**src/core/adc_ctrl_defs.svh**
```systemverilog
// Offsets, field positions, reset values and timing counts of the converter control block.
// Included by the control module, the checker and the bench; definitions only.
`ifndef ADC_CTRL_DEFS_SVH
`define ADC_CTRL_DEFS_SVH
`define OFS_CONTROL      12'h000
`define OFS_TRIGGER      12'h004
`define OFS_RANGE        12'h008
`define OFS_FLAGS        12'h00C
`define OFS_ENABLES      12'h010
`define OFS_RESULT_BASE  12'h020
`define RES_INPUTS       8
`define RES_WIDTH        12
`define TRG_RESET        16'h0007
`define SAMPLE_BASE      4
`define CONVERT_CYCLES   14
`define TIMER_DIV        4
`define FLD_START        1
`define FLD_BUSY         10
`define FLD_CUR_LO       12
`define FLD_SAMPLE_LO    0
`define FLD_TRIG_LO      4
`define FLD_SCAN         6
`define FLD_ALIGN        7
`define FLD_FIRST_LO     8
`define FLD_LAST_LO      11
`endif

```
**src/core/adc_ctrl_pkg.sv**
```systemverilog
// Types shared by the converter control block.
// Needs no include; the trig_cfg_t layout matches the field positions of the defs header.
package adc_ctrl_pkg;
  typedef enum logic [1:0] {
    trig_soft  = 2'h0,
    trig_timer = 2'h1,
    trig_rsvd  = 2'h2,
    trig_pin   = 2'h3
  } trig_src_t;
  typedef struct packed {
    logic [1:0] reserved_hi;
    logic [2:0] last_input_select;
    logic [2:0] first_input_select;
    logic       align_select;
    logic       scan_mode_select;
    trig_src_t  trigger_source_select;
    logic       reserved_lo;
    logic [2:0] sampling_time_select;
  } trig_cfg_t;
  typedef struct packed {
    logic        valid;
    logic [2:0]  input_num;
    logic [11:0] value;
  } conv_result_t;
endpackage

```
**src/core/adc_trigger_result_control.sv**
```systemverilog
// Converter control block: APB registers, trigger, scan sequencer, results, interrupts.
// Assumes a converter core that returns one 12-bit value per conversion request.
// Summary of operation
// - Alignment bit 1 shows results left justified, 0 right, on every result at once.
// - A 12-bit value sits in the upper or lower twelve bits of its 16-bit word, rest zero.
// - Scan mode 1 repeats the input range continuously, 0 scans it once and stops.
// - Trigger code 3 is the pin, 1 the timer underflow, 0 the software start, 2 reserved.
// - Sampling code 0 to 7 gives 4 to 11 timer-clock cycles of sampling.
// - Range code 0 blocks every trigger and every scan repeat; a scan under way still finishes its range.
// - Flags hold overwrite errors in bits 15-8 and completions in 7-0, cleared by writing 1.
// - Enables mirror the flag layout, a one enables, and all reset to zero.
// - Each input has a read-only result word that resets to zero.
// - Loading a new result sets that input's completion flag.
// - Loading a result while completion is still set sets the overwrite flag; scanning goes on.
// - The interrupt is raised only while a set flag has its enable at one.
// - A scan converts inputs from first to last in ascending order.
//
// The implementer's own choices: the register addresses and the APB interface to the registers.
`timescale 1ns/1ps
`include "adc_ctrl_defs.svh"
module adc_trigger_result_control #(
  parameter int INPUTS = `RES_INPUTS
) (
  // Clock and reset
  input  wire logic        pclk,
  input  wire logic        presetn,
  // APB slave
  input  wire logic        psel,
  input  wire logic        penable,
  input  wire logic        pwrite,
  input  wire logic [11:0] paddr,
  input  wire logic [31:0] pwdata,
  output logic [31:0]      prdata,
  output logic             pready,
  output logic             pslverr,
  // Trigger sources
  input  wire logic        timer_underflow,
  input  wire logic        external_trigger_pin_n,
  // Converter core
  output logic             conv_start,
  output logic [2:0]       conv_input,
  output logic [1:0]       conv_range,
  input  wire logic        conv_done,
  input  wire logic [11:0] conv_value,
  // Interrupt
  output logic             irq
);
  import adc_ctrl_pkg::*;
  initial if (INPUTS != 8) $error("INPUTS must be 8");

  typedef enum logic [2:0] {st_idle, st_wait_tick, st_sample, st_convert, st_next} seq_t;

  trig_cfg_t        trig_r;
  logic [1:0]       range_r;
  logic [15:0]      flags_r;
  logic [15:0]      enables_r;
  logic             start_r;
  logic             busy_status_r;
  logic [2:0]       cur_r;
  logic [3:0]       cnt_r;
  logic [11:0]      raw_r [INPUTS];
  logic [15:0]      aligned [INPUTS];
  logic             armed_r;
  logic             pin_prev_r;
  logic             timer_tick_en;
  seq_t             state_r;
  conv_result_t     res;
  logic             wr_en;
  logic             rd_en;
  logic [15:0]      load_mask;
  logic [15:0]      flags_nxt;
  logic             trig_hit;
  logic             mapped;
  logic [31:0]      rdata_nxt;

  timer_tick #(
    .DIV (`TIMER_DIV)
  ) u_tick (
    .pclk    (pclk),
    .presetn (presetn),
    .tick    (timer_tick_en)
  );

  for (genvar g = 0; g < INPUTS; g++)
  begin : g_align
    result_align u_align (
      .align_select (trig_r.align_select),
      .raw          (raw_r[g]),
      .aligned      (aligned[g])
    );
  end

  assign wr_en = psel && penable && pwrite;
  assign rd_en = psel && !pwrite;

  // Register writes; trigger setup taken at any time, busy or idle
  always_ff @(posedge pclk or negedge presetn)
  begin
    if (!presetn)
    begin
      trig_r    <= trig_cfg_t'(`TRG_RESET);
      range_r   <= 2'h0;
      start_r   <= 1'b0;
    end
    else if (wr_en)
    begin
      unique case (paddr)
        `OFS_CONTROL: start_r <= pwdata[`FLD_START];
        `OFS_TRIGGER:
        begin
          trig_r             <= trig_cfg_t'(pwdata[15:0]);
          trig_r.reserved_hi <= 2'h0;
          trig_r.reserved_lo <= 1'b0;
        end
        `OFS_RANGE: range_r <= pwdata[1:0];
        default: ;
      endcase
    end
  end

  // Interrupt enables; plain read-write word
  always_ff @(posedge pclk or negedge presetn)
  begin
    if (!presetn)
      enables_r <= 16'h0000;
    else if (wr_en && paddr == `OFS_ENABLES)
      enables_r <= pwdata[15:0];
  end

  // Pin history resets high, its idle level, so reset gives no false edge
  always_ff @(posedge pclk or negedge presetn)
  begin
    if (!presetn)
      pin_prev_r <= 1'b1;
    else
      pin_prev_r <= external_trigger_pin_n;
  end

  // Soft start fires once per rise of start; a new scan needs start cleared first
  always_ff @(posedge pclk or negedge presetn)
  begin
    if (!presetn)
      armed_r <= 1'b0;
    else if (!start_r)
      armed_r <= 1'b0;
    else if (trig_hit)
      armed_r <= 1'b1;
  end

  always_comb
  begin
    trig_hit = 1'b0;
    if (start_r && !busy_status_r && range_r != 2'h0)
    begin
      unique case (trig_r.trigger_source_select)
        trig_soft:  trig_hit = !armed_r;
        trig_timer: trig_hit = timer_underflow;
        trig_pin:   trig_hit = pin_prev_r && !external_trigger_pin_n;
        default:    trig_hit = 1'b0;
      endcase
    end
  end

  // Scan sequencer, paced by the timer-clock enable
  always_ff @(posedge pclk or negedge presetn)
  begin
    if (!presetn)
    begin
      state_r       <= st_idle;
      busy_status_r <= 1'b0;
      cur_r         <= 3'h0;
      cnt_r         <= 4'h0;
      conv_start    <= 1'b0;
      conv_input    <= 3'h0;
    end
    else
    begin
      conv_start <= 1'b0;
      unique case (state_r)
        st_idle:
          if (trig_hit)
          begin
            busy_status_r <= 1'b1;
            cur_r         <= trig_r.first_input_select;
            state_r       <= st_wait_tick;
          end
        st_wait_tick:
          if (timer_tick_en)
          begin
            cnt_r   <= 4'(`SAMPLE_BASE) + {1'b0, trig_r.sampling_time_select};
            state_r <= st_sample;
          end
        st_sample:
          if (timer_tick_en)
          begin
            if (cnt_r == 4'h1)
            begin
              conv_start <= 1'b1;
              conv_input <= cur_r;
              state_r    <= st_convert;
            end
            cnt_r <= cnt_r - 4'h1;
          end
        st_convert:
          if (conv_done)
            state_r <= st_next;
        st_next:
          if (cur_r < trig_r.last_input_select)
          begin
            cur_r   <= cur_r + 3'h1;
            state_r <= st_wait_tick;
          end
          else if (trig_r.scan_mode_select && start_r && range_r != 2'h0)
          begin
            cur_r   <= trig_r.first_input_select;
            state_r <= st_wait_tick;
          end
          else
          begin
            busy_status_r <= 1'b0;
            state_r       <= st_idle;
          end
        default: state_r <= st_idle;
      endcase
      // Stop honoured only between conversions, never mid-conversion
      if (state_r == st_wait_tick && !start_r)
      begin
        busy_status_r <= 1'b0;
        state_r       <= st_idle;
      end
    end
  end

  assign res = '{valid: (state_r == st_convert) && conv_done, input_num: cur_r,
                 value: conv_value};

  // Raw result storage; alignment stays on the read path
  always_ff @(posedge pclk or negedge presetn)
  begin
    if (!presetn)
    begin
      for (int i = 0; i < INPUTS; i++)
        raw_r[i] <= 12'h000;
    end
    else if (res.valid)
      raw_r[res.input_num] <= res.value;
  end

  // Flags: a hardware set wins over a same-cycle software clear
  always_comb
  begin
    load_mask = 16'h0000;
    if (res.valid)
    begin
      load_mask[res.input_num] = 1'b1;
      load_mask[8 + res.input_num] = flags_r[res.input_num];
    end
    flags_nxt = flags_r;
    if (wr_en && paddr == `OFS_FLAGS)
      flags_nxt = flags_r & ~pwdata[15:0];
    flags_nxt = flags_nxt | load_mask;
  end

  always_ff @(posedge pclk or negedge presetn)
  begin
    if (!presetn)
      flags_r <= 16'h0000;
    else
      flags_r <= flags_nxt;
  end

  // Taken from the next flags so irq rises on the same edge as the flag
  always_ff @(posedge pclk or negedge presetn)
  begin
    if (!presetn)
      irq <= 1'b0;
    else
      irq <= |(flags_nxt & enables_r);
  end

  // Read decode; unmapped addresses answer with an error
  always_comb
  begin
    rdata_nxt = 32'h0000_0000;
    mapped    = 1'b1;
    unique case (paddr)
      `OFS_CONTROL:
      begin
        rdata_nxt[`FLD_START] = start_r;
        rdata_nxt[`FLD_BUSY]  = busy_status_r;
        rdata_nxt[`FLD_CUR_LO +: 3] = cur_r;
      end
      `OFS_TRIGGER: rdata_nxt[15:0] = trig_r;
      `OFS_RANGE:   rdata_nxt[1:0] = range_r;
      `OFS_FLAGS:   rdata_nxt[15:0] = flags_r;
      `OFS_ENABLES: rdata_nxt[15:0] = enables_r;
      default:
        if (paddr >= `OFS_RESULT_BASE && paddr < 12'(`OFS_RESULT_BASE + 4 * INPUTS)
            && paddr[1:0] == 2'h0)
          rdata_nxt[15:0] = aligned[paddr[4:2]];
        else
          mapped = 1'b0;
    endcase
  end

  // Answer one cycle after setup: pready high in the first access cycle
  always_ff @(posedge pclk or negedge presetn)
  begin
    if (!presetn)
      pready <= 1'b0;
    else
      pready <= psel && !penable;
  end

  // Unmapped address answers with an error; a write there changes nothing
  always_ff @(posedge pclk or negedge presetn)
  begin
    if (!presetn)
      pslverr <= 1'b0;
    else
      pslverr <= psel && !penable && !mapped;
  end

  // Read data only in the access cycle, zero otherwise to keep the bus quiet
  always_ff @(posedge pclk or negedge presetn)
  begin
    if (!presetn)
      prdata <= 32'h0000_0000;
    else
      prdata <= (rd_en && !penable) ? rdata_nxt : 32'h0000_0000;
  end

  // Registered copy so the core sees a settled range code
  always_ff @(posedge pclk or negedge presetn)
  begin
    if (!presetn)
      conv_range <= 2'h0;
    else
      conv_range <= range_r;
  end
endmodule // adc_trigger_result_control

```
**src/core/result_align.sv**
```systemverilog
// Read-path alignment of a raw 12-bit result into 16 bits.
// Pure combinational; raw value is never altered.
`timescale 1ns/1ps
module result_align (
  // Control
  input  wire logic        align_select,
  // Data
  input  wire logic [11:0] raw,
  output logic [15:0]      aligned
);
  assign aligned = align_select ? {raw, 4'h0} : {4'h0, raw};
endmodule // result_align

```
**src/core/timer_tick.sv**
```systemverilog
// Divider producing a one-cycle timer-clock enable from pclk.
// Assumes a single synchronous pclk domain.
`timescale 1ns/1ps
module timer_tick #(
  parameter int DIV = 4
) (
  // Clock and reset
  input  wire logic pclk,
  input  wire logic presetn,
  // Enable
  output logic      tick
);
  initial if (DIV < 2) $error("DIV must be at least 2");
  logic [$clog2(DIV)-1:0] cnt_r;
  always_ff @(posedge pclk or negedge presetn)
  begin
    if (!presetn)
    begin
      cnt_r <= '0;
      tick  <= 1'b0;
    end
    else
    begin
      tick  <= (cnt_r == $bits(cnt_r)'(DIV - 1));
      cnt_r <= (cnt_r == $bits(cnt_r)'(DIV - 1)) ? '0 : cnt_r + 1'b1;
    end
  end
endmodule // timer_tick

```
**config.mk**
```make
export PLATFORM = sky130hd
export DESIGN_NAME = adc_trigger_result_control
export DESIGN_NICKNAME = d
export VERILOG_FILES = /design/src/core/adc_ctrl_pkg.sv /design/src/core/adc_trigger_result_control.sv /design/src/core/result_align.sv /design/src/core/timer_tick.sv
export VERILOG_INCLUDE_DIRS = /design/src /design/src/core
export SDC_FILE = /design/constraint.sdc
export NUM_CORES = 1
export LEC_CHECK = 0
export ABC_AREA = 1
export BUFFER_PORTS_ARGS = -buffer_cell sky130_fd_sc_hd__buf_2
export CORE_UTILIZATION = 35
export CTS_CLUSTER_SIZE = 28
export DETAILED_ROUTE_END_ITERATION = 8
export SLEW_MARGIN = 10
export SYNTH_ARGS = -nofsm -noshare
export SYNTH_HDL_FRONTEND = slang
export SYNTH_HIERARCHICAL = 1
export SYNTH_SLANG_ARGS = --single-unit
```
**constraint.sdc**
```tcl
create_clock -name pclk -period 3.1 [get_ports pclk]
set_clock_uncertainty 0.1 [all_clocks]
set_input_delay 0.62 -clock pclk [delete_from_list [all_inputs] [get_ports pclk]]
set_output_delay 0.62 -clock pclk [all_outputs]
set_load 0.05 [all_outputs]
```
Word level (Yosys, flattened, before mapping)
Index checks and enable logic that the tools add are counted.
{ "totals": {"reg_bits": 185, "inputBits": 64, "out_inout_bits": 41, "elab_cells": 187} }
{ "op_classes": {"add_sub_neg": 5, "order_cmp": 10, "n_eq_ne": 24, "mux": 62, "bitwise_logic": 6, "n_reduce_logical": 47} }
{ "ops": {"columns": ["operator", "n"], "rows": [
  ["16-bit two-way mux", 14],
  ["96-bit bitwise mux", 1],
  ["16-bit binary-select mux with 3-bit select", 1],
  ["12-bit demux with 3-bit select", 1],
  ["16-bit bitwise AND", 2],
  ["8-bit one-hot mux with 4 select lines", 1],
  ["3-bit one-hot mux with 5 select lines", 2],
  ["3-bit two-way mux", 9],
  ["12-bit by 4-bit equality test with 1-bit output, second input constant", 2],
  ["1-bit logical AND", 20],
  ["3-bit inequality test, second input constant", 6],
  ["16-bit bitwise mux", 1],
  ["1-bit two-way mux", 16],
  ["16-bit inverter", 1],
  ["16-bit bitwise OR", 1],
  ["16-bit OR reduction", 1],
  ["1-bit one-hot mux with 5 select lines", 3],
  ["12-bit by 3-bit equality test with 1-bit output, second input constant", 1],
  ["12-bit by 5-bit equality test with 1-bit output, second input constant", 1],
  ["12-bit by 6-bit greater-or-equal comparator with 1-bit output, second input constant", 1],
  ["12-bit zero test", 1],
  ["12-bit by 7-bit < comparator with 1-bit output, second input constant", 1],
  ["12-bit two-way mux", 1],
  ["3-bit AND reduction", 3],
  ["other kinds (44)", 63]
]} }

Longest topological paths before layout
{ "depth": {"depth_word": 10, "depth_mapped": 15, "depth_no_buf": 12} }

Hierarchy
Netlist, hierarchy kept.
{ "by_module_without_submodules": {"columns": ["module", "n_inst", "cells_each", "area_per_inst_um2", "seq_area_each_um2"], "rows": [
  ["adc_trigger_result_control", 1, 1029, 8662.1, 4559.4],
  ["result_align", 8, 43, 180.2, 0.0],
  ["timer_tick", 1, 5, 91.3, 75.1]
]} }

Worst setup path before layout
OpenSTA, ideal clock, no wires.
{ "synth_path": {"kind": "input to register", "from": "in paddr[2]", "to": "reg enables_r[14]", "setup_time_ps": 125, "arrival_ps": 1773, "required_time_ps": 2875, "slack_ps": 1102, "stages": 9, "path_buffers": 2, "cell_sequence": "buf_6 -> nor2_2 -> nand2_1 -> nor2_1 -> nand2_1 -> inv_2 -> nand2_2 -> buf_6 -> mux2_4"} }
{ "synth_between": {"elab_chain_cells": 2} }
{ "synth_rtl": {"columns": ["element", "line", "source"], "rows": [
  ["start, declared", "adc_trigger_result_control.sv:31", "input wire logic [11:0] paddr,"],
  ["12-bit by 5-bit equality test with 1-bit output", null, null],
  ["1-bit logical AND (no source line)", null, null],
  ["end signal, assigned", "adc_trigger_result_control.sv:127", "enables_r <= pwdata[15:0];"],
  ["end, declared", "adc_trigger_result_control.sv:56", "logic [15:0] enables_r;"]
]} }
No other way between the ends.
A chain may end at the register's enable or synchronous reset.

==> impl_metrics.yaml <==
timing:
  setup_viol: 0
  final_max_slew_viol_count: 0
  finalSetupTns_ns: 0
  period_needed_ns: 2.526
  max_freq_mhz: 395.8
  slew_headroom: 0.5358
  rsz0062_at_grt: "no"
  whs_ns: 0.08223
  hold_viol: 0
  worstMarginPinSlew_ns: 0.6963
  min_period_over_period: 0.8150
global_route:
  gr-total-overflow: 0
  grt_pass1_vias: 8746
  top_usage_layer: "met2"
  grt_max_degree: 69
  antenna_found_initial: 0
  met3_usage: 0.03232
  grt_use_met1: 0.2855
  grt_first_pass_wirelength_microns: 48450
  gr-usage-all-layers: 0.2072
  use_met2: 0.3264
clock_tree:
  cts_buffer_depth: 2
  postCtsHoldBufs: 0
  clock_sinks: 185
  tritoncts: "built"
  clk-insertion-delay-late_ns: 0.44
  cts_resized: 0
  cts-buffers-inserted: 17
  htree_levels: 4
  clockRootBuffer: "clkbuf_16"
  cts_setup_buffers: 0
  clk_pin_slew_ns: 0.07
die:
  fp.coreArea_sq_um: 28700
  initial_core_util: 0.3552
  fp.dieW_microns: 172.7
  die_area_sq_um: 29810
  io-pin-count: 105
  die_y_microns: 172.7
  rows: 62
placement:
  gp_congestion: 0.8852
  dp_hpwl_microns: 21870
  port_buffers: 72
finish:
  drive_above_1_share: 0.1265
  syn2layout_area_growth_pct: 11.79
  finalNetCount: 1511
  num_antenna_cells: 0
pwr:
  power.total_w: 0.004990
  vdd_ir_drop_max_mv: 0.2723
  power.internal_w: 0.003749
  p_switching_w: 0.001241
  power_frac_comb: 0.068
  leakage_nw: 5.817
  power_density_nw_per_um2: 437.8
  power_frac_clock: 0.448
  swShare: 0.2487
  p_seq_frac: 0.485
route:
  first_pass_iters: 5
  post-route-drc-count: 0
  drt_iter0_drc: 866
  postRouteWirelength_microns: 30530
  num_vias: 9208
  routedWlPerCell_microns: 16.61
  detail-route-antenna-nets: 0
  viasPerCell: 5.010
min_path:
  hold_class: "in2async"
synthesis:
  synth_edf_count: 0
  syn_inst: 1378
  async_flop_share: 1.000
  ys.flop_type: "dfrtp_1"
  ys_warn_count: 6
  ys_types: 41
  ys_seq_area_frac: 0.4546
  ys_seq_elements: 185
  synthesis.area_sq_um: 10190
  avgSynthCellArea_sq_um: 7.398
critical_path:
  r2r-end: "prdata[7]"
  cp_cell_sequence: "buf_4, nand2_1, nand2_1, o22ai_1, o21ai_0, nand3_1, nand2_1, nand2_1, nor2_1"
  ff2ff_path_depth: 9
  slowest_delay_ns: 0.86
  crit_path_end_kind: "flip-flop"
  crit-reg2reg-launch: "trig_r[7]"
  path_delay_family: "flip-flops"
  cp.required_ns: 3.36
  path_common_cell: "nand2_1"
  crit_type: "reg2reg"
  cp_slowest_cell: "dfrtp_4"
  worstSetupStartpointType: "flip-flop"
  path_buf_inv: 1
  reg2reg_slack_ns: 0.57
  arrival_ns: 2.78
  cp.depth: 9
  path_max_fanout: 62
run:
  cap_viol_max_count: 0
outcome:
  outcome: "finished clean"
## routing by layer
metal / vias up / share of wire / wire, microns
li1: 4549 / - / -
met1: 4299 / 0.46 / 14070
met2: 315 / 0.45 / 13880
met3: 45 / 0.053 / 1604
met4: 0 / 0.032 / 978
met5: - / 0 / 0
## synth_stat cells (3+ instances only)
cell,instances,share of area
dfstp_2,4,0.010
nand4_1,26,0.016
buf_6,15,0.017
o211ai_1,5,0.0037
inv_2,14,0.0052
a31oi_1,9,0.0055
buf_4,21,0.015
a211oi_1,4,0.0029
clkbuf_1,22,0.0081
dfrtp_1,181,0.44
nand3_1,32,0.016
nor3_1,11,0.0054
inv_1,134,0.049
nor2_2,4,0.0025
nor2_1,81,0.030
o22ai_1,50,0.031
a21oi_1,9,0.0044
buf_8,9,0.013
o21ai_1,8,0.0039
mux2_4,3,0.0044
nand2_2,6,0.0037
o221ai_1,3,0.0026
o21ai_0,181,0.089
nand2_1,499,0.18
ha_1,6,0.0074
buf_2,14,0.0069
or2_2,8,0.0049
## stage by stage
step                cell area (sq um)    util  setup WS, ns  std cells
floorplan                       10250       -         1.102       1393
global placement                10800  0.3763        0.4506       1806
detailed placement              10800  0.3763        0.4738       1806
CTS                             11400  0.3971        0.6283       1838
global route                    11400  0.3971        0.4100       1838
finish                          11400  0.3971        0.5735       1838
## worst max path at each step
| stage | from | to |
|---|---|---|
| finish | trig_r[7] | prdata[7] |
| floorplan | paddr[2] | enables_r[14] |
| CTS | trig_r[7] | prdata[7] |
| global route | trig_r[7] | prdata[11] |
| global placement | paddr[2] | prdata[1] |
| detailed placement | paddr[2] | prdata[6] |
## cells by family after synthesis
| logic type | Yosys count | share of synthesized area |
|---|---|---|
| AND/OR/NAND/NOR | 673 | 0.2672 |
| AO/OA/AOI/OAI | 276 | 0.1480 |
| buffers and inverters | 231 | 0.1155 |
| flip-flops | 185 | 0.4546 |
| adder cells (fa/ha/maj) | 6 | 0.007364 |
| XOR/XNOR | 3 | 0.002578 |
| multiplexers | 3 | 0.004418 |
| other | 1 | 0.0003678 |
## power groups by stage
stage / Sequential [W] / Combinational [W] / Clock [W]
detailed placement: 0.00247 / 0.000337 / 0
floorplan: 0.00247 / 0.000181 / 0
CTS: 0.00242 / 0.000338 / 0.00228
finish: 0.00242 / 0.000337 / 0.00223
global route: 0.00242 / 0.000369 / 0.00236
global placement: 0.00247 / 0.000337 / 0
## flip-flops by register name, summed over array words and instances, names as in the netlist, 3 cells and up
register,count
raw_r,96
cnt_r,4
conv_input,3
trig_r,13
enables_r,16
cur_r,3
flags_r,16
prdata,16
state_r,3
## placed cells by master, fill, tap and decap left out, types with 17 or more instances in the layout
cell | netlist | layout
o21ai_0 | 181 | 181
nor2_1 | 81 | 81
inv_1 | 134 | 134
buf_2 | 14 | 71
o22ai_1 | 50 | 50
nand2_1 | 499 | 499
nand4_1 | 26 | 26
buf_4 | 21 | 36
clkbuf_16 | 0 | 17
dfrtp_1 | 181 | 180
nand3_1 | 32 | 32
## layout make-up
class	count	area, sq um
clock buffers	21	460.4
inverters	150	563.0
multi-input cells	977	4439
clock inverters	11	136.4
flip-flops and latches	185	4638
fillers	3037	17310
well taps	384	480.5
repair buffers	110	679.4
No activity file was read; power rests on OpenSTA's default activity.
